**src/hw/msd_pkg.sv**
```systemverilog
package msd_pkg;
  localparam int REG_W = 16;
  localparam int NUM_MSEL = 18;
  localparam int NUM_PROG = 4;
  localparam int NUM_PSEL = 16;
  localparam int BASE_W = 22;
  // register byte addresses
  localparam logic [31:0] OFS_STATIC_MEMORY_TIMING = 32'hffff_fd00;
  localparam logic [31:0] OFS_WRITE_POSTING_CONTROL = 32'hffff_fd2c;
  localparam logic [31:0] OFS_PERIPHERAL_WRITE_CONTROL = 32'hffff_fd30;
  localparam logic [31:0] OFS_PERIPHERAL_EXTERNAL_MAP = 32'hffff_fd34;
  localparam logic [31:0] OFS_PPROT = 32'hffff_fd38;
  localparam logic [31:0] OFS_HI0 = 32'hffff_fe00;
  localparam logic [31:0] OFS_LO0 = 32'hffff_fe04;
  localparam logic [31:0] OFS_HI1 = 32'hffff_fe08;
  localparam logic [31:0] OFS_LO1 = 32'h0fff_fe0c;
  localparam logic [31:0] OFS_HI2 = 32'hffff_fe10;
  localparam logic [31:0] OFS_LO2 = 32'h0fff_fe14;
  localparam logic [31:0] OFS_HI3 = 32'hffff_fe18;
  localparam logic [31:0] OFS_LO3 = 32'h0fff_fe1c;
  localparam logic [31:0] OFS_HI4 = 32'hffff_fe20;
  // reset values
  localparam logic [15:0] RST_ZERO = 16'h0000;
  localparam logic [15:0] RST_HI4 = 16'h0002;
  // writable bits
  localparam logic [15:0] WMASK_STATIC_MEMORY_TIMING = 16'h3ef3;
  localparam logic [15:0] WMASK_WRITE_POSTING_CONTROL = 16'h0003;
  localparam logic [15:0] WMASK_PERIPHERAL_WRITE_CONTROL = 16'h0001;
  localparam logic [15:0] WMASK_LO0 = 16'hfdf3;
  localparam logic [15:0] WMASK_LO = 16'hfef3;
  // static_memory_timing fields
  localparam int WRITE_SETUP_CYCLES_LSB = 12;
  localparam int TRAIL_LSB = 9;
  localparam int ACTIVE_LSB = 4;
  localparam int ENDIAN_BIT = 3;
  localparam int WIDTH_LSB = 0;
  localparam logic [1:0] WIDTH_RSVD = 2'h3;
  // write_posting_control / peripheral_write_control fields
  localparam int OVR_BIT = 1;
  localparam int POST_BIT = 0;
  // fine base low fields
  localparam int BASE_LO_LSB = 10;
  localparam int AW_BIT = 9;
  localparam int MAP_BIT = 8;
  localparam int SIZE_LSB = 4;
  localparam int RO_BIT = 1;
  localparam int SUPERVISOR_ONLY_BIT = 0;
  // fixed selects are 1Kx32, i.e. 4K bytes
  localparam logic [3:0] FIXED_SIZE = 4'h3;
  localparam int FIXED_HI_OFS = 2;
  // peripheral window: 16 slots of 1K bytes
  localparam int PSEL_IDX_LSB = 10;
  localparam int PSEL_TAG_LSB = 14;
  localparam int CNT_W = 5;
endpackage

```
**src/hw/msd_region_match.sv**
```systemverilog
`timescale 1ns/1ps
`default_nettype none
module msd_region_match (
  input wire logic [21:0] i_base,
  input wire logic [3:0] i_size,
  input wire logic [31:0] i_addr,
  output logic o_hit
);
  logic [21:0] mask;
  always_comb begin
    // size code n covers 2^(n-1) K bytes: low n-1 base bits are don't care
    if (i_size == 4'h0) begin
      mask = '0;
    end else begin
      mask = ~((22'h00_0001 << (i_size - 4'h1)) - 22'h00_0001);
    end
    o_hit = (i_size != 4'h0) && (((i_addr[31:10] ^ i_base) & mask) == '0);
  end
endmodule
`default_nettype wire

```
**src/hw/msd_access_timer.sv**
```systemverilog
`timescale 1ns/1ps
`default_nettype none
module msd_access_timer #(
  parameter int CW = msd_pkg::CNT_W
) (
  input wire logic i_clk,
  input wire logic i_nrst,
  input wire logic i_start,
  input wire logic i_write,
  input wire logic [1:0] i_setup,
  input wire logic [CW-1:0] i_active,
  input wire logic [2:0] i_trail,
  output logic o_busy,
  output logic o_strobe,
  output logic o_done
);
  typedef enum logic [1:0] {
    ST_IDLE = 2'b00,
    ST_SETUP = 2'b01,
    ST_ACT = 2'b10,
    ST_TRAIL = 2'b11
  } msd_phase_e;
  msd_phase_e state_reg;
  logic [CW-1:0] cnt_reg;
  logic [CW-1:0] act_reg;
  logic [2:0] trail_reg;
  logic wr_reg;

  initial begin
    if (CW < 5) $error("counter too narrow for wait states");
  end

  assign o_busy = (state_reg != ST_IDLE);
  assign o_strobe = (state_reg == ST_ACT) && wr_reg;
  assign o_done = (cnt_reg == '0) && ((state_reg == ST_TRAIL) ||
                  ((state_reg == ST_ACT) && (trail_reg == 3'h0)));

  always_ff @(posedge i_clk) begin
    if (!i_nrst) begin
      state_reg <= ST_IDLE;
      cnt_reg <= '0;
      act_reg <= '0;
      trail_reg <= '0;
      wr_reg <= 1'b0;
    end else begin
      case (state_reg)
        ST_IDLE: begin
          if (i_start) begin
            act_reg <= i_active;
            trail_reg <= i_trail;
            wr_reg <= i_write;
            // setup delays only the write strobe
            if (i_write && (i_setup != 2'h0)) begin
              state_reg <= ST_SETUP;
              cnt_reg <= CW'(i_setup - 2'h1);
            end else begin
              state_reg <= ST_ACT;
              cnt_reg <= i_active - CW'(1);
            end
          end
        end
        ST_SETUP: begin
          if (cnt_reg == '0) begin
            state_reg <= ST_ACT;
            cnt_reg <= act_reg - CW'(1);
          end else begin
            cnt_reg <= cnt_reg - CW'(1);
          end
        end
        ST_ACT: begin
          if (cnt_reg != '0) begin
            cnt_reg <= cnt_reg - CW'(1);
          end else if (trail_reg != 3'h0) begin
            state_reg <= ST_TRAIL;
            cnt_reg <= CW'(trail_reg - 3'h1);
          end else begin
            state_reg <= ST_IDLE;
          end
        end
        ST_TRAIL: begin
          if (cnt_reg == '0) begin
            state_reg <= ST_IDLE;
          end else begin
            cnt_reg <= cnt_reg - CW'(1);
          end
        end
        default: state_reg <= ST_IDLE;
      endcase
    end
  end
endmodule
`default_nettype wire

```
**src/hw/msd_memory_select_decode_ctrl.sv**
```systemverilog
`timescale 1ns/1ps
`default_nettype none
module msd_memory_select_decode_ctrl #(
  parameter logic [17:0] PSEL_TAG = 18'h3_ffdf
) (
  input wire logic I_CORE_CLK,
  input wire logic I_NRST,
  input wire logic I_LITTLE_ENDIAN,
  input wire logic [31:0] I_REG_ADDR,
  input wire logic [31:0] I_REG_WDATA,
  input wire logic I_REG_WR,
  input wire logic I_REG_RD,
  input wire logic I_REG_HALF,
  input wire logic I_REG_SUPERVISOR_ONLY,
  output logic [31:0] O_REG_RDATA,
  input wire logic I_CPU_REQ,
  input wire logic I_CPU_WRITE,
  input wire logic I_CPU_SUPERVISOR_ONLY,
  input wire logic [31:0] I_CPU_ADDR,
  input wire logic [31:0] I_CPU_WDATA,
  output logic O_CPU_ACK,
  output logic O_CPU_ILLEGAL,
  output logic [17:0] O_MEM_SEL,
  output logic [15:0] O_PERIPH_SEL,
  output logic O_PERIPH_EXT,
  output logic [31:0] O_MEM_ADDR,
  output logic [31:0] O_MEM_WDATA,
  output logic O_MEM_WE,
  output logic O_MEM_RE,
  output logic [1:0] O_MEM_WIDTH,
  output logic O_PFLASH_SEL,
  output logic O_DFLASH_SEL
);
  localparam int NM = msd_pkg::NUM_MSEL;
  localparam int NP = msd_pkg::NUM_PROG;
  localparam int NS = msd_pkg::NUM_PSEL;

  initial begin
    if (PSEL_TAG == 18'h3_ffff) $error("peripheral window overlaps registers");
  end

  logic [15:0] static_memory_timing_reg;
  logic [15:0] write_posting_control_reg;
  logic [15:0] peripheral_write_control_reg;
  logic [15:0] peripheral_external_map_reg;
  logic [15:0] pprot_reg;
  logic [15:0] hi_reg [0:NP];
  logic [15:0] lo_reg [0:NP-1];
  logic endian_s1_reg;
  logic endian_s2_reg;

  // register write path
  logic wr_ok;
  logic [15:0] wd;
  assign wr_ok = I_REG_WR && I_REG_HALF && I_REG_SUPERVISOR_ONLY;
  assign wd = I_REG_WDATA[15:0];

  always_ff @(posedge I_CORE_CLK) begin
    if (!I_NRST) begin
      static_memory_timing_reg <= msd_pkg::RST_ZERO;
    end else if (wr_ok && (I_REG_ADDR == msd_pkg::OFS_STATIC_MEMORY_TIMING)) begin
      // a reserved width code leaves the old width in place
      if (wd[msd_pkg::WIDTH_LSB +: 2] == msd_pkg::WIDTH_RSVD) begin
        static_memory_timing_reg <= (wd & msd_pkg::WMASK_STATIC_MEMORY_TIMING & 16'hfffc) |
                      (static_memory_timing_reg & 16'h0003);
      end else begin
        static_memory_timing_reg <= wd & msd_pkg::WMASK_STATIC_MEMORY_TIMING;
      end
    end
  end

  always_ff @(posedge I_CORE_CLK) begin
    if (!I_NRST) begin
      write_posting_control_reg <= msd_pkg::RST_ZERO;
      peripheral_write_control_reg <= msd_pkg::RST_ZERO;
    end else if (wr_ok) begin
      if (I_REG_ADDR == msd_pkg::OFS_WRITE_POSTING_CONTROL) begin
        write_posting_control_reg <= wd & msd_pkg::WMASK_WRITE_POSTING_CONTROL;
      end
      if (I_REG_ADDR == msd_pkg::OFS_PERIPHERAL_WRITE_CONTROL) begin
        peripheral_write_control_reg <= wd & msd_pkg::WMASK_PERIPHERAL_WRITE_CONTROL;
      end
    end
  end

  always_ff @(posedge I_CORE_CLK) begin
    if (!I_NRST) begin
      peripheral_external_map_reg <= msd_pkg::RST_ZERO;
      pprot_reg <= msd_pkg::RST_ZERO;
    end else if (wr_ok) begin
      if (I_REG_ADDR == msd_pkg::OFS_PERIPHERAL_EXTERNAL_MAP) begin
        peripheral_external_map_reg <= wd;
      end
      if (I_REG_ADDR == msd_pkg::OFS_PPROT) begin
        pprot_reg <= wd;
      end
    end
  end

  logic [31:0] hi_ofs [0:NP];
  logic [31:0] lo_ofs [0:NP-1];
  assign hi_ofs[0] = msd_pkg::OFS_HI0;
  assign hi_ofs[1] = msd_pkg::OFS_HI1;
  assign hi_ofs[2] = msd_pkg::OFS_HI2;
  assign hi_ofs[3] = msd_pkg::OFS_HI3;
  assign hi_ofs[4] = msd_pkg::OFS_HI4;
  assign lo_ofs[0] = msd_pkg::OFS_LO0;
  assign lo_ofs[1] = msd_pkg::OFS_LO1;
  assign lo_ofs[2] = msd_pkg::OFS_LO2;
  assign lo_ofs[3] = msd_pkg::OFS_LO3;

  genvar g;
  generate
    for (g = 0; g <= NP; g++) begin : g_hi
      always_ff @(posedge I_CORE_CLK) begin
        if (!I_NRST) begin
          hi_reg[g] <= (g == NP) ? msd_pkg::RST_HI4 : msd_pkg::RST_ZERO;
        end else if (wr_ok && (I_REG_ADDR == hi_ofs[g])) begin
          hi_reg[g] <= wd;
        end
      end
    end
    for (g = 0; g < NP; g++) begin : g_lo
      always_ff @(posedge I_CORE_CLK) begin
        if (!I_NRST) begin
          lo_reg[g] <= msd_pkg::RST_ZERO;
        end else if (wr_ok && (I_REG_ADDR == lo_ofs[g])) begin
          lo_reg[g] <= wd & ((g == 0) ? msd_pkg::WMASK_LO0 : msd_pkg::WMASK_LO);
        end
      end
    end
  endgenerate

  // byte-order strap is a pin: two stages before use
  always_ff @(posedge I_CORE_CLK) begin
    if (!I_NRST) begin
      endian_s1_reg <= 1'b0;
      endian_s2_reg <= 1'b0;
    end else begin
      endian_s1_reg <= I_LITTLE_ENDIAN;
      endian_s2_reg <= endian_s1_reg;
    end
  end

  // register read path, data in the cycle after the strobe
  logic [15:0] rd_mux;
  always_comb begin
    rd_mux = 16'h0000;
    if (I_REG_ADDR == msd_pkg::OFS_STATIC_MEMORY_TIMING) begin
      rd_mux = static_memory_timing_reg;
      rd_mux[msd_pkg::ENDIAN_BIT] = endian_s2_reg;
    end
    if (I_REG_ADDR == msd_pkg::OFS_WRITE_POSTING_CONTROL) rd_mux = write_posting_control_reg;
    if (I_REG_ADDR == msd_pkg::OFS_PERIPHERAL_WRITE_CONTROL) rd_mux = peripheral_write_control_reg;
    if (I_REG_ADDR == msd_pkg::OFS_PERIPHERAL_EXTERNAL_MAP) rd_mux = peripheral_external_map_reg;
    if (I_REG_ADDR == msd_pkg::OFS_PPROT) rd_mux = pprot_reg;
    for (int i = 0; i <= NP; i++) begin
      if (I_REG_ADDR == hi_ofs[i]) rd_mux = hi_reg[i];
    end
    for (int i = 0; i < NP; i++) begin
      if (I_REG_ADDR == lo_ofs[i]) rd_mux = lo_reg[i];
    end
  end

  always_ff @(posedge I_CORE_CLK) begin
    if (!I_NRST) begin
      O_REG_RDATA <= 32'h0000_0000;
    end else if (I_REG_RD) begin
      O_REG_RDATA <= {16'h0000, rd_mux};
    end else begin
      O_REG_RDATA <= 32'h0000_0000;
    end
  end

  // address manager
  logic map_on;
  logic [21:0] base [0:NM-1];
  logic [3:0] size [0:NM-1];
  logic [NM-1:0] hit;
  assign map_on = lo_reg[0][msd_pkg::MAP_BIT];

  generate
    for (g = 0; g < NM; g++) begin : g_sel
      if (g < NP) begin : g_prog
        assign base[g] = {hi_reg[g], lo_reg[g][15:msd_pkg::BASE_LO_LSB]};
        assign size[g] = lo_reg[g][msd_pkg::SIZE_LSB +: 4];
      end else if (g == NP) begin : g_four
        assign base[g] = {hi_reg[g], 6'h00};
        assign size[g] = msd_pkg::FIXED_SIZE;
      end else begin : g_fix
        assign base[g] = {16'(g - msd_pkg::FIXED_HI_OFS), 6'h00};
        assign size[g] = msd_pkg::FIXED_SIZE;
      end
      msd_region_match u_match (
        .i_base(base[g]),
        .i_size(size[g]),
        .i_addr(I_CPU_ADDR),
        .o_hit(hit[g])
      );
    end
  endgenerate

  // lowest select wins where programmed regions overlap
  logic [NM-1:0] msel;
  logic any_m;
  logic ro_hit;
  logic supervisor_only_hit;
  logic aw_hit;
  always_comb begin
    msel = '0;
    any_m = 1'b0;
    ro_hit = 1'b0;
    supervisor_only_hit = 1'b0;
    aw_hit = 1'b0;
    for (int i = 0; i < NM; i++) begin
      if (map_on && hit[i] && !any_m) begin
        any_m = 1'b1;
        msel[i] = 1'b1;
        if (i < NP) begin
          ro_hit = lo_reg[i][msd_pkg::RO_BIT];
          supervisor_only_hit = lo_reg[i][msd_pkg::SUPERVISOR_ONLY_BIT];
          aw_hit = (i > 0) && lo_reg[i][msd_pkg::AW_BIT];
        end
      end
    end
  end

  logic in_pwin;
  logic [3:0] pidx;
  logic [NS-1:0] psel;
  assign in_pwin = !any_m && (I_CPU_ADDR[31:msd_pkg::PSEL_TAG_LSB] == PSEL_TAG);
  assign pidx = I_CPU_ADDR[msd_pkg::PSEL_IDX_LSB +: 4];
  assign psel = in_pwin ? (NS'(1) << pidx) : '0;

  logic illegal;
  always_comb begin
    illegal = 1'b0;
    if (any_m) begin
      if (ro_hit && I_CPU_WRITE) illegal = 1'b1;
      if (supervisor_only_hit && !I_CPU_SUPERVISOR_ONLY) illegal = 1'b1;
    end else if (in_pwin) begin
      if (pprot_reg[pidx] && !I_CPU_SUPERVISOR_ONLY) illegal = 1'b1;
    end
  end

  // access timing
  logic tmr_busy;
  logic tmr_strobe;
  logic tmr_done;
  logic wait_ack_reg;
  logic accept;
  logic start;
  logic post_now;
  logic [msd_pkg::CNT_W-1:0] act_cycles;
  logic [2:0] trail_field;
  logic [2:0] trail_cycles;

  // a posted write keeps the timer busy, which holds off the next request
  assign accept = I_CPU_REQ && !tmr_busy && !wait_ack_reg;
  assign start = accept && !illegal && (any_m || in_pwin);
  assign post_now = start && I_CPU_WRITE &&
                    ((any_m && write_posting_control_reg[msd_pkg::POST_BIT]) ||
                     (in_pwin && peripheral_write_control_reg[msd_pkg::POST_BIT]));

  assign act_cycles = msd_pkg::CNT_W'(static_memory_timing_reg[msd_pkg::ACTIVE_LSB +: 4])
                    + msd_pkg::CNT_W'(1)
                    + msd_pkg::CNT_W'(aw_hit && I_CPU_WRITE);
  assign trail_field = static_memory_timing_reg[msd_pkg::TRAIL_LSB +: 3];
  assign trail_cycles = (!write_posting_control_reg[msd_pkg::OVR_BIT] && (trail_field == 3'h0))
                      ? 3'h1 : trail_field;

  msd_access_timer u_timer (
    .i_clk(I_CORE_CLK),
    .i_nrst(I_NRST),
    .i_start(start),
    .i_write(I_CPU_WRITE),
    .i_setup(static_memory_timing_reg[msd_pkg::WRITE_SETUP_CYCLES_LSB +: 2]),
    .i_active(act_cycles),
    .i_trail(trail_cycles),
    .o_busy(tmr_busy),
    .o_strobe(tmr_strobe),
    .o_done(tmr_done)
  );

  // unmapped or illegal requests finish at once with no bus cycle
  assign O_CPU_ILLEGAL = accept && illegal;
  assign O_CPU_ACK = (accept && !start) || post_now ||
                     (wait_ack_reg && tmr_done);

  always_ff @(posedge I_CORE_CLK) begin
    if (!I_NRST) begin
      wait_ack_reg <= 1'b0;
    end else if (start && !post_now) begin
      wait_ack_reg <= 1'b1;
    end else if (tmr_done) begin
      wait_ack_reg <= 1'b0;
    end
  end

  // captured access: address, data and selects held until the cycle ends
  logic rd_cyc_reg;
  always_ff @(posedge I_CORE_CLK) begin
    if (!I_NRST) begin
      O_MEM_SEL <= '0;
      O_PERIPH_SEL <= '0;
      O_PERIPH_EXT <= 1'b0;
      O_MEM_ADDR <= 32'h0000_0000;
      O_MEM_WDATA <= 32'h0000_0000;
      rd_cyc_reg <= 1'b0;
    end else if (start) begin
      O_MEM_SEL <= msel;
      O_PERIPH_SEL <= psel;
      O_PERIPH_EXT <= in_pwin && peripheral_external_map_reg[pidx];
      O_MEM_ADDR <= I_CPU_ADDR;
      O_MEM_WDATA <= I_CPU_WDATA;
      rd_cyc_reg <= !I_CPU_WRITE;
    end else if (tmr_done) begin
      O_MEM_SEL <= '0;
      O_PERIPH_SEL <= '0;
      O_PERIPH_EXT <= 1'b0;
      rd_cyc_reg <= 1'b0;
    end
  end

  assign O_MEM_WE = tmr_strobe;
  assign O_MEM_RE = rd_cyc_reg;
  assign O_MEM_WIDTH = static_memory_timing_reg[msd_pkg::WIDTH_LSB +: 2];
  assign O_PFLASH_SEL = O_MEM_SEL[1];
  assign O_DFLASH_SEL = O_MEM_SEL[2];
endmodule
`default_nettype wire

```
**config.mk**
```make
export PLATFORM = sky130hd
export DESIGN_NAME = msd_memory_select_decode_ctrl
export DESIGN_NICKNAME = d
export VERILOG_FILES = /design/src/hw/msd_pkg.sv /design/src/hw/msd_region_match.sv /design/src/hw/msd_access_timer.sv /design/src/hw/msd_memory_select_decode_ctrl.sv
export SDC_FILE = /design/constraint.sdc
export NUM_CORES = 1
export LEC_CHECK = 0
export BUFFER_PORTS_ARGS = -buffer_cell sky130_fd_sc_hd__buf_2
export CORE_ASPECT_RATIO = 1.4
export CORE_MARGIN = 2
export CORE_UTILIZATION = 45
export DETAILED_ROUTE_END_ITERATION = 6
export GPL_TIMING_DRIVEN = 0
export PLACE_DENSITY_LB_ADDON = 0.3
export SLEW_MARGIN = 20
export SYNTH_ARGS = -nofsm -noshare
export SYNTH_HDL_FRONTEND = slang
export SYNTH_SLANG_ARGS = --single-unit
```
**constraint.sdc**
```tcl
create_clock -name I_CORE_CLK -period 6.4 [get_ports I_CORE_CLK]
set_input_delay 0 -clock I_CORE_CLK [delete_from_list [all_inputs] [get_ports I_CORE_CLK]]
set_output_delay 0 -clock I_CORE_CLK [all_outputs]
set_load 0.01 [all_outputs]
```
[Word level (Yosys, flattened, before mapping)]
Memory sizes are Yosys's and may differ from the RTL's.
Cells that the tools add are included.
Operators by class
  $add $sub $neg: 15
  $mul: 0
  divide/modulo/power cells: 0
  order comparisons: 1
  eq/ne operators: 25
  shifts and indexed selects: 5
  muxes and demuxes: 135
  bitwise operators: 36
  reduce and logical (&&, ||, !) cells: 149
Operators with widths (number)
  zero test 22 bit: 18
  equality test 32 bit (second input constant): 11
  two-way mux 16 bit: 22
  bitwise XOR 22 bit: 5
  equality test 32 x 28 -> 1 bit (second input constant): 3
  AND 22 bit: 4
  two-way mux 22 bit: 4
  NOT 22 bit: 4
  << shifter 1 x 4 -> 22 bit (first input constant): 4
  subtractor 22 x 1 -> 22 bit (second input constant): 4
  two-way mux 1 bit: 85
  logical AND 1 bit: 74
  two-way mux 14 bit: 5
  two-way mux 18 bit: 2
  two-way mux 5 bit: 6
  zero test 1 bit: 26
  one-hot mux 5 bit (4 select lines): 1
  equality test 18 bit (second input constant): 1
  zero test 4 bit: 4
  nonzero test 4 bit: 4
  << shifter 1 x 4 -> 16 bit (first input constant): 1
  subtractor 4 x 1 -> 4 bit (second input constant): 4
  subtractor 5 x 1 -> 5 bit (second input constant): 3
  bitwise OR 14 x 2 -> 14 bit: 1
  other kinds (29): 70
Storage, ports and cells
  flip-flop bits (word level): 202
  latch bits: 0
  bits in writable memories: 136
  bits in read-only memories: 0
  bits of input ports: 138
  output and inout port bits: 139
  logic and storage cells: 389
  memories kept: 2
Memory list
  hi_reg: depth 5, width 16, read ports 5, clocked after Yosys merged registers in 0, write ports 5, RTL line msd_memory_select_decode_ctrl.sv:47  | logic [15:0] hi_reg [0:NP];
  lo_reg: depth 4, width 14, read ports 4, clocked after Yosys merged registers in 0, write ports 4, RTL line msd_memory_select_decode_ctrl.sv:48  | logic [15:0] lo_reg [0:NP-1];

[Longest topological paths before layout]
Gate-level depths: netlist of run 1.
An unclocked memory read counts as a cell.
  depth after elaboration: 74
  mapped depth: 27
  depth with buffers taken out: 24

[Modules after synthesis]
From an unflattened synthesis of run 1, not the netlist that was laid out.
Second synthesis, totals
  cells, all modules: 3081
  area total of the unflattened synthesis: 25699.6 um2
Modules (own cells, without submodules)
  msd_memory_select_decode_ctrl: instances 1, cells each 1351, area an instance 13450.4 um2
  msd_region_match at g_sel[1].u_match ...: instances 9, cells each 87, area an instance 620.6 um2
  msd_region_match at g_sel[0].u_match ...: instances 9, cells each 89, area an instance 615.6 um2
  msd_access_timer: instances 1, cells each 146, area an instance 1123.6 um2

[Worst setup path after synthesis of run 1]
No wires, ideal clock.
  kind: reg2reg
  start: mem lo_reg[2][5] in the netlist's numbering
  end: reg u_timer.cnt_reg[3]
  setup time: 0.070 ns
  arrival time: 4.978 ns
  required time: 6.330 ns
  setup slack: 1.351 ns
  cell stages (with the launch flop): 25
  buffers on the path: 2
  cells stage by stage: edfxtp_1 clkbuf_1 or4b_2 ha_1 clkbuf_1 nor3b_1 a31oi_1 o21ai_0 nand4_1 nor3_1 nor2_1 and2_1 a22o_1 nand2_1 ha_1 inv_1 ha_1 xor2_1 nor3b_1 xor2_1 nand2_1 o21ai_0 o211ai_1 a21o_1 a21oi_1
RTL lines
  from (decl): RTL line msd_memory_select_decode_ctrl.sv:48
  to (signal assigned): RTL line msd_access_timer.sv:55  | cnt_reg <= CW'(i_setup - 2'h1);
  to (signal assigned): RTL line msd_access_timer.sv:58  | cnt_reg <= i_active - CW'(1);
  to (signal assigned): RTL line msd_access_timer.sv:65  | cnt_reg <= act_reg - CW'(1);
  to (decl): RTL line msd_access_timer.sv:24  | logic [CW-1:0] cnt_reg;

==> metrics.cfg, run 1 <==
[critical_path]
r2r_slack_ns=0.49
cpPeakStageDelay_ns=0.64
worst_ep_required_time_ns=6.93
cp-end-kind=flop
startpoint_type=flop
cp-endpoint=u_timer.cnt_reg[3]
path_delay_family=simple AND/OR/NAND/NOR gates
critical_path.max_fanout=10
reg2reg_from=lo_reg[0][4]
worstSetupPathType=flop to flop
path_cells=or3b_2 -> or2_2 -> ha_1 -> or4b_2 -> a21oi_1 -> o21a_1 -> a2bb2oi_1 -> nand4b_1 -> nand2_1 -> nor2_1 -> and2_1 -> a22o_1 -> nand2_1 -> ha_1 -> inv_1 -> ha_1 -> xor2_1 -> nor3b_1 -> xor2_1 -> nand2_1 -> o21ai_0 -> o211ai_1 -> a21o_1 -> a21oi_1
crit_buf_inv=1
cp_slowest_cell=or4b_2
timing.critical_path.from=lo_reg[0][4]
critPathArrivalTime_ns=6.44
r2r_end=u_timer.cnt_reg[3]
cp.depth=24
r2r_cells=24

[yosys]
synth_top_area_share_pct=22.5
synth_ff_type=dfxtp_1
ys_async_sr_fraction_pct=0
synth.largest_area_cell=edfxtp_1
synth-seq-area-share_pct=43.1
synth_warnings=0
yosys-top-cells-area=edfxtp_1, dfxtp_1, mux2i_1
synth_top_family_by_area=simple AND/OR/NAND/NOR gates
synth_mux_area_share_pct=6.43
synth_compound_area_share_pct=14.4
synth-simple-area-share_pct=22.7
ys_ff_latch=313
synth_fa_ha_area_share_pct=1.83
syn_inst=1907
syn_avg_cell_area_um2=9.23
synth_enable_flop_cells=132
synth_cell_type_count=95
synth_area_um2=17600
synth_xor_area_share_pct=5.82

[grt]
grt_remaining_overflow=0
grt_pass1_vias=16400
grt_pass1_wl_um=105000
antenna_found_initial=2
grt_usage_pct=35.3
grt_max_degree=17

[sta]
finalHoldViolations=3
relSlewSlack_pct=21.4
period_share_pct=92.3
rsz0062_at_grt=false
clock.fmax_mhz=169
slew_viol_final=0
fin_crit_ns=5.91
tns_ns=0
fin_worst_skew_ns=0.0134
holdWs_ns=-0.0322
worstMarginPinSlew_ns=1.18
setup-violations-final=0

[final_layout]
fin_area_um2=21500
drive_gt1_share_pct=17.7
regArea_um2=7590
syn_to_final_growth_pct=22.1
final_util_pct=55.8
final_nets=2435
multiInputGateArea_um2=9150
largest_register_ffs=80
fillers=3494

[cts]
cts_sinks=313
cts_tree=yes
clockBufferDepth=3
ctsRootBufferMaster=clkbuf_16
cts_buffers=31
clk_pin_slew_ns=0.07
clock_latency_ns=0.61
htreeDepth=1

[routing]
maxUsedRoutingLayer=met4
drt_wl_total_um=73500
first_pass_iters=7
dr_wl_met2_um=34700
wl_met3_um=5710
wire_per_inst_um=26.0
drc=0
avgViaCountPerCell=5.96
drt-met1-wl_um=28100
ant_nets=0
drt_iter0_markers=1742
num_vias=16800

[power]
power.leakage_nw=8.74
pwr-share-seq_pct=47.3
p_int_mw=3.36
switching_power_mw=1.24
swShare_pct=27.0
vdd_ir_drop_max_v=0.000253
clkPwrFrac_pct=41.0
power_mw=4.61
comb_power_share_pct=11.7
power.density_nw_per_um2=214

[placement]
dpl.hpwl_um=55700
place_congestion=1.05
place_area_um2=19500
io_buffers=223

[floorplanning]
die_x_um=171
fp-row-count=85
ioPinCount=277
die_y_um=238
initial_utilization_pct=45.7
dieArea_um2=40800
core_area_um2=38500

[run_status]
violations=negative hold slack
status=finished, violations left

[min_path]
hold_class=primary input to flop

[run]
drv_cap=0

[placed cells by master (no fill, tap or decap), types with 13 or more instances in the layout]
master         Yosys  final
nand3_1           91     91
nand2_1          161    161
and2_1           146    146
a21oi_1          107    107
o31ai_1           22     21
a222oi_1          21     21
ha_1              24     24
a22oi_1           13     13
a221oi_1          14     14
buf_2             34    257
buf_4             22     22
mux2i_1           94     94
buf_6             11     16
clkbuf_1          92     96
xor2_1            60     60
dlygate4sd3_1      0     90
xnor2_1           57     57
nor4_1            28     27
nand4_1           27     27
o21ai_0           76     68
conb_1             1     16
edfxtp_1         132    132
inv_1             42     42
clkbuf_16          0     33
nor3_1            39     38
dfxtp_1          181    181
nor2_1           151    151
[area by class of cell]
cell class	count	area share, %
Clock inverter	14	0.564
Tap cell	522	3.04
Buffer	167	3.89
Multi-Input combinational cell	1399	42.5
Timing Repair Buffer	318	9.64
Sequential cell	313	35.3
Clock buffer	44	4.28
Inverter	43	0.751
Antenna cell	1	0.0116
[synth_stat cells, types with 7 or more instances]
cell type,number
clkbuf_1,92
o31ai_1,22
nand2b_1,11
a222oi_1,21
a22oi_1,13
ha_1,24
mux2i_1,94
nand2_1,161
nor3_1,39
nor4b_1,10
nand4_1,27
buf_1,8
o21ai_0,76
buf_4,22
a221oi_1,14
nor4_1,28
o211ai_1,9
and3_1,11
inv_1,42
or3_1,10
o21a_1,7
dfxtp_1,181
o21ai_1,11
xnor2_1,57
nor2_1,151
a21oi_1,107
mux4_2,7
nand3_1,91
buf_6,11
a31oi_1,12
or2_2,7
xor2_1,60
buf_2,34
nor2b_1,8
and2_1,146
edfxtp_1,132
o22ai_1,9
[logic make-up after synthesis]
logic type | count (synthesis)
xor+xnor | 117
fa+ha+maj | 26
mux | 104
other cells | 1
simple gates | 758
buf+inv | 210
flops | 313
compound gates | 378
[worst min path at each step]
stage	start	end	slack, ns	cells after the start
6_report	I_REG_ADDR[1]	pprot_reg[1]	-0.03	6
5_1_grt	I_REG_ADDR[1]	pprot_reg[3]	0.01	6
4_1_cts	I_REG_ADDR[9]	write_posting_control_reg[0]	0.0005	6
3_5_place_dp	I_CPU_WDATA[20]	O_MEM_WDATA[20]	0.24	3
3_3_place_gp	I_CPU_WDATA[7]	O_MEM_WDATA[7]	0.23	3
2_1_floorplan	I_LITTLE_ENDIAN	endian_s1_reg	0.13	1
[metrics by stage]
step                cells  setup slack, ns
floorplan            1922             1.35
global placement     2667            0.319
detailed placement   2672            0.258
CTS                  2820            0.204
global route         2820            0.152
finish               2821            0.490
[repair_timing]
action / in CTS / in global routing
hold endpoints to repair: 117 / 0
setup buffers: 0 / 0
hold buffers: 90 / 0
resized for setup: 0 / 1
endpoints found under the setup margin: 0 / 1
[power groups by stage]
stage | Combinational [mW] | Sequential [mW] | Clock, mW
4_1_cts | 0.520 | 2.18 | 1.90
6_report | 0.537 | 2.18 | 1.89
3_3_place_gp | 0.474 | 2.22 | 0
2_1_floorplan | 0.282 | 2.19 | 0
5_1_grt | 0.562 | 2.18 | 1.97
3_5_place_dp | 0.480 | 2.22 | 0
[layer usage]
| metal | vias to the layer above | global-route usage [%] |
|---|---|---|
| li1 | 7566 | - |
| met1 | 8167 | 43.3 |
| met2 | 869 | 59.2 |
| met3 | 202 | 5.08 |
| met4 | 0 | 20.1 |
| met5 | - | 0 |
[worst reg2reg max path: stages, from the launching register on]
cell       delay, ns
edfxtp_1        0.56
or3b_2          0.51
or2_2           0.29
ha_1            0.22
or4b_2          0.64
a21oi_1         0.27
o21a_1          0.21
a2bb2oi_1       0.21
nand4b_1        0.29
nand2_1         0.25
nor2_1          0.08
and2_1          0.21
a22o_1          0.22
nand2_1         0.08
ha_1            0.18
inv_1           0.07
ha_1            0.23
xor2_1          0.21
nor3b_1         0.29
xor2_1          0.17
nand2_1         0.06
o21ai_0         0.15
o211ai_1        0.11
a21o_1          0.21
a21oi_1         0.12
Power figures use the tool's default switching activity.
==> run 2, diff against run 1 <==
--- a/config.mk
+++ b/config.mk
@@ -5,6 +5,7 @@
 export SDC_FILE = /design/constraint.sdc
 export NUM_CORES = 1
 export LEC_CHECK = 0
+export ABC_AREA = 1
 export BUFFER_PORTS_ARGS = -buffer_cell sky130_fd_sc_hd__buf_2
 export CORE_ASPECT_RATIO = 1.4
 export CORE_MARGIN = 2
==> run 2 against run 1 <==
Net effect:
- the flow finishes with violations (design-rule violations)
- maximum frequency grew 1.0%
- synthesized area up 6.1%
- highest routed layer is now met5
- clock-buffer cell count is 1 higher
- cell area up 3.9%
- via count is 21% higher
- clock skew is 0.0075 ns higher
- largest power group unchanged
- critical endpoint is now O_CPU_ACK
- critical path depth did not move
- clock power grew 10%
==> metrics.cfg, run 2 <==
[run_status]
status=finished, violations left
violations=design-rule violations

[critical_path]
r2r_cells=26
reg2reg_from=lo_reg[0][4]
cp-end-kind=output port
crit_top_cell=nor2_1
path_cells=inv_1 -> clkbuf_1 -> nor3_1 -> and2_1 -> nand3_1 -> nor2_1 -> nand3_1 -> nor2_1 -> nand2_1 -> nand3_1 -> nor3_2 -> nand4_1 -> nor2_1 -> nand4_1 -> nor2_1 -> nand4_1 -> nor2_1 -> nand4_1 -> nand3_1 -> buf_2 -> buf_2 -> a22oi_1 -> nand2_1 -> buf_2
r2r_slack_ns=0.68
startpoint_type=flop
critical_path.max_fanout=10
r2r_end=O_MEM_SEL[9]
cp_slowest_cell=clkbuf_1
cpPeakStageDelay_ns=0.77
worst_ep_required_time_ns=6.40
critPathArrivalTime_ns=5.85
worstSetupPathType=flop to output port

[yosys]
synth_top_area_share_pct=21.2
synth_warnings=0
synth_enable_flop_cells=132
synth_area_um2=18700
yosys-top-cells-area=edfxtp_1, dfxtp_1, nor2_1
synth_ff_type=dfxtp_1
ys_async_sr_fraction_pct=0
synth-seq-area-share_pct=40.6
synth_cell_type_count=53
syn_avg_cell_area_um2=7.21
synth_common_cells=nor2_1, nand2_1, inv_1
yosysMostFrequentCell=nor2_1
syn_inst=2592
ys_ff_latch=313
synth.largest_area_cell=edfxtp_1

[power]
power.density_nw_per_um2=218
vdd_ir_drop_max_v=0.000217
power.leakage_nw=10.0

[sta]
setup_slack_ns=0.549
fin_crit_ns=5.85
tns_ns=0
rsz0062_at_grt=false
relSlewSlack_pct=14.0
holdWs_ns=0.0229
setup-violations-final=0
worstMarginPinSlew_ns=1.29
fin_worst_skew_ns=0.0209
clock.fmax_mhz=171
finalHoldViolations=0
period_share_pct=91.4
slew_viol_final=0

[grt]
grt_busiest_layer=met2
grt_pass1_vias=19500
grt_max_degree=17
grt_usage_pct=39.5
antenna_found_initial=3
use_met1_pct=42.3
grt_remaining_overflow=0
use_met2_pct=67.1
grt_pass1_wl_um=125000
met3_usage_pct=7.30

[routing]
drc=1
first_pass_iters=7
num_vias=20300
ant_nets=0
drt_wl_total_um=87200
drt_iter0_markers=2245
avgViaCountPerCell=5.82
wire_per_inst_um=24.9

[placement]
io_buffers=222
dpl.hpwl_um=66400
place_congestion=1.06
dp_slack_ns=0.982

[run]
drv_cap=0

[floorplanning]
fp-row-count=88
dieArea_um2=43200
initial_utilization_pct=45.5
ioPinCount=277
core_area_um2=41100
die_x_um=176
die_y_um=245

[min_path]
hold_class=primary input to flop
holdPathEnd=O_MEM_ADDR[30]
whs_path_depth=3
min-delay-start=I_CPU_ADDR[30]

[final_layout]
drive_gt1_share_pct=13.5
final_nets=3091
syn_to_final_growth_pct=19.6
regArea_um2=7590
final_cell_mix=nor2_1, nand2_1, inv_1
layout_commonest_cell=nor2_1
multiInputGateArea_um2=9280
largest_register_ffs=80
fillers=4036

[cts]
post_cts_buffers=0
clockBufferDepth=3
clock_latency_ns=0.55
cts_buffers=34
ctsRootBufferMaster=clkbuf_16
cts_sinks=313
clk_pin_slew_ns=0.07
cts_tree=yes
htreeDepth=2

## run 2: cell types whose count changed after synthesis, sizes merged, moves of 94 or more
cell   change
mux2i     -94
nand3    +119
nand2    +239
inv      +244
and2     -143
nor2     +279
## run 2: how the worst max path moves through the flow
| stage | from | endpoint |
|---|---|---|
| floorplan | lo_reg[3][5] | u_timer.cnt_reg[2] |
| global placement | lo_reg[0][4] | O_PERIPH_SEL[2] |
| detailed placement | lo_reg[0][4] | O_PERIPH_SEL[1] |
| CTS | lo_reg[0][6] | O_CPU_ACK |
| global route | lo_reg[1][5] | O_CPU_ACK |
| finish | lo_reg[0][6] | O_CPU_ACK |
## run 2: kinds of logic after synthesis
| family | synth area share, % |
|---|---|
| buf+inv | 10.1 |
| simple gates | 29.8 |
| compound gates | 13.9 |
| flops | 40.6 |
| other cells | 0.0201 |
| xor+xnor | 3.89 |
| fa+ha+maj | 1.61 |
## run 2: final cells by class
class	instances	area share [%]
timing repair buffer	286	7.81
buffer	157	3.52
inverter	296	4.97
sequential	313	34.0
tap	540	3.02
multi-input combinational	1841	41.6
antenna	1	0.0112
clock inverter	17	0.857
clock buffer	45	4.28
## run 2: timing repair
item,4_1_cts,5_1_grt
hold buffers,58,0
hold endpoints to repair,76,0
setup endpoints to repair,0,1
gates resized for setup,0,1
## run 2: layer usage
metal	wire length (um)	vias to the layer above
li1	-	9337
met1	30400	9520
met2	41500	1144
met3	6730	342
met4	8520	2
met5	11	-
## run 2: worst max-delay path, delay by kind of cell (launching register included)
family                 cells  cell delay, ns
DFF                        1            0.61
AOI/OAI and AO/OA          1            0.11
buffers and inverters      5            1.98
and+or+nand+nor           18            2.60
## run 2: power by group
| group | internal (mW) | switching [mW] |
|---|---|---|
| Combinational | 0.181 | 0.411 |
| Sequential | 2.12 | 0.0649 |
| Clock | 1.19 | 0.890 |
| Total | 3.49 | 1.37 |
## run 2: metrics by stage
| stage | cells | utilization [%] | area (um2) | total power [mW] |
|---|---|---|---|---|
| after global placement | 3369 | 50.0 | 20500 | 2.76 |
| after floorplan | 2607 | - | 18700 | 2.52 |
| after global routing | 3496 | 54.4 | 22300 | 4.97 |
| after CTS | 3495 | 54.4 | 22300 | 4.83 |
| final | 3496 | 54.4 | 22300 | 4.86 |
| after detailed placement | 3375 | 50.2 | 20600 | 2.77 |
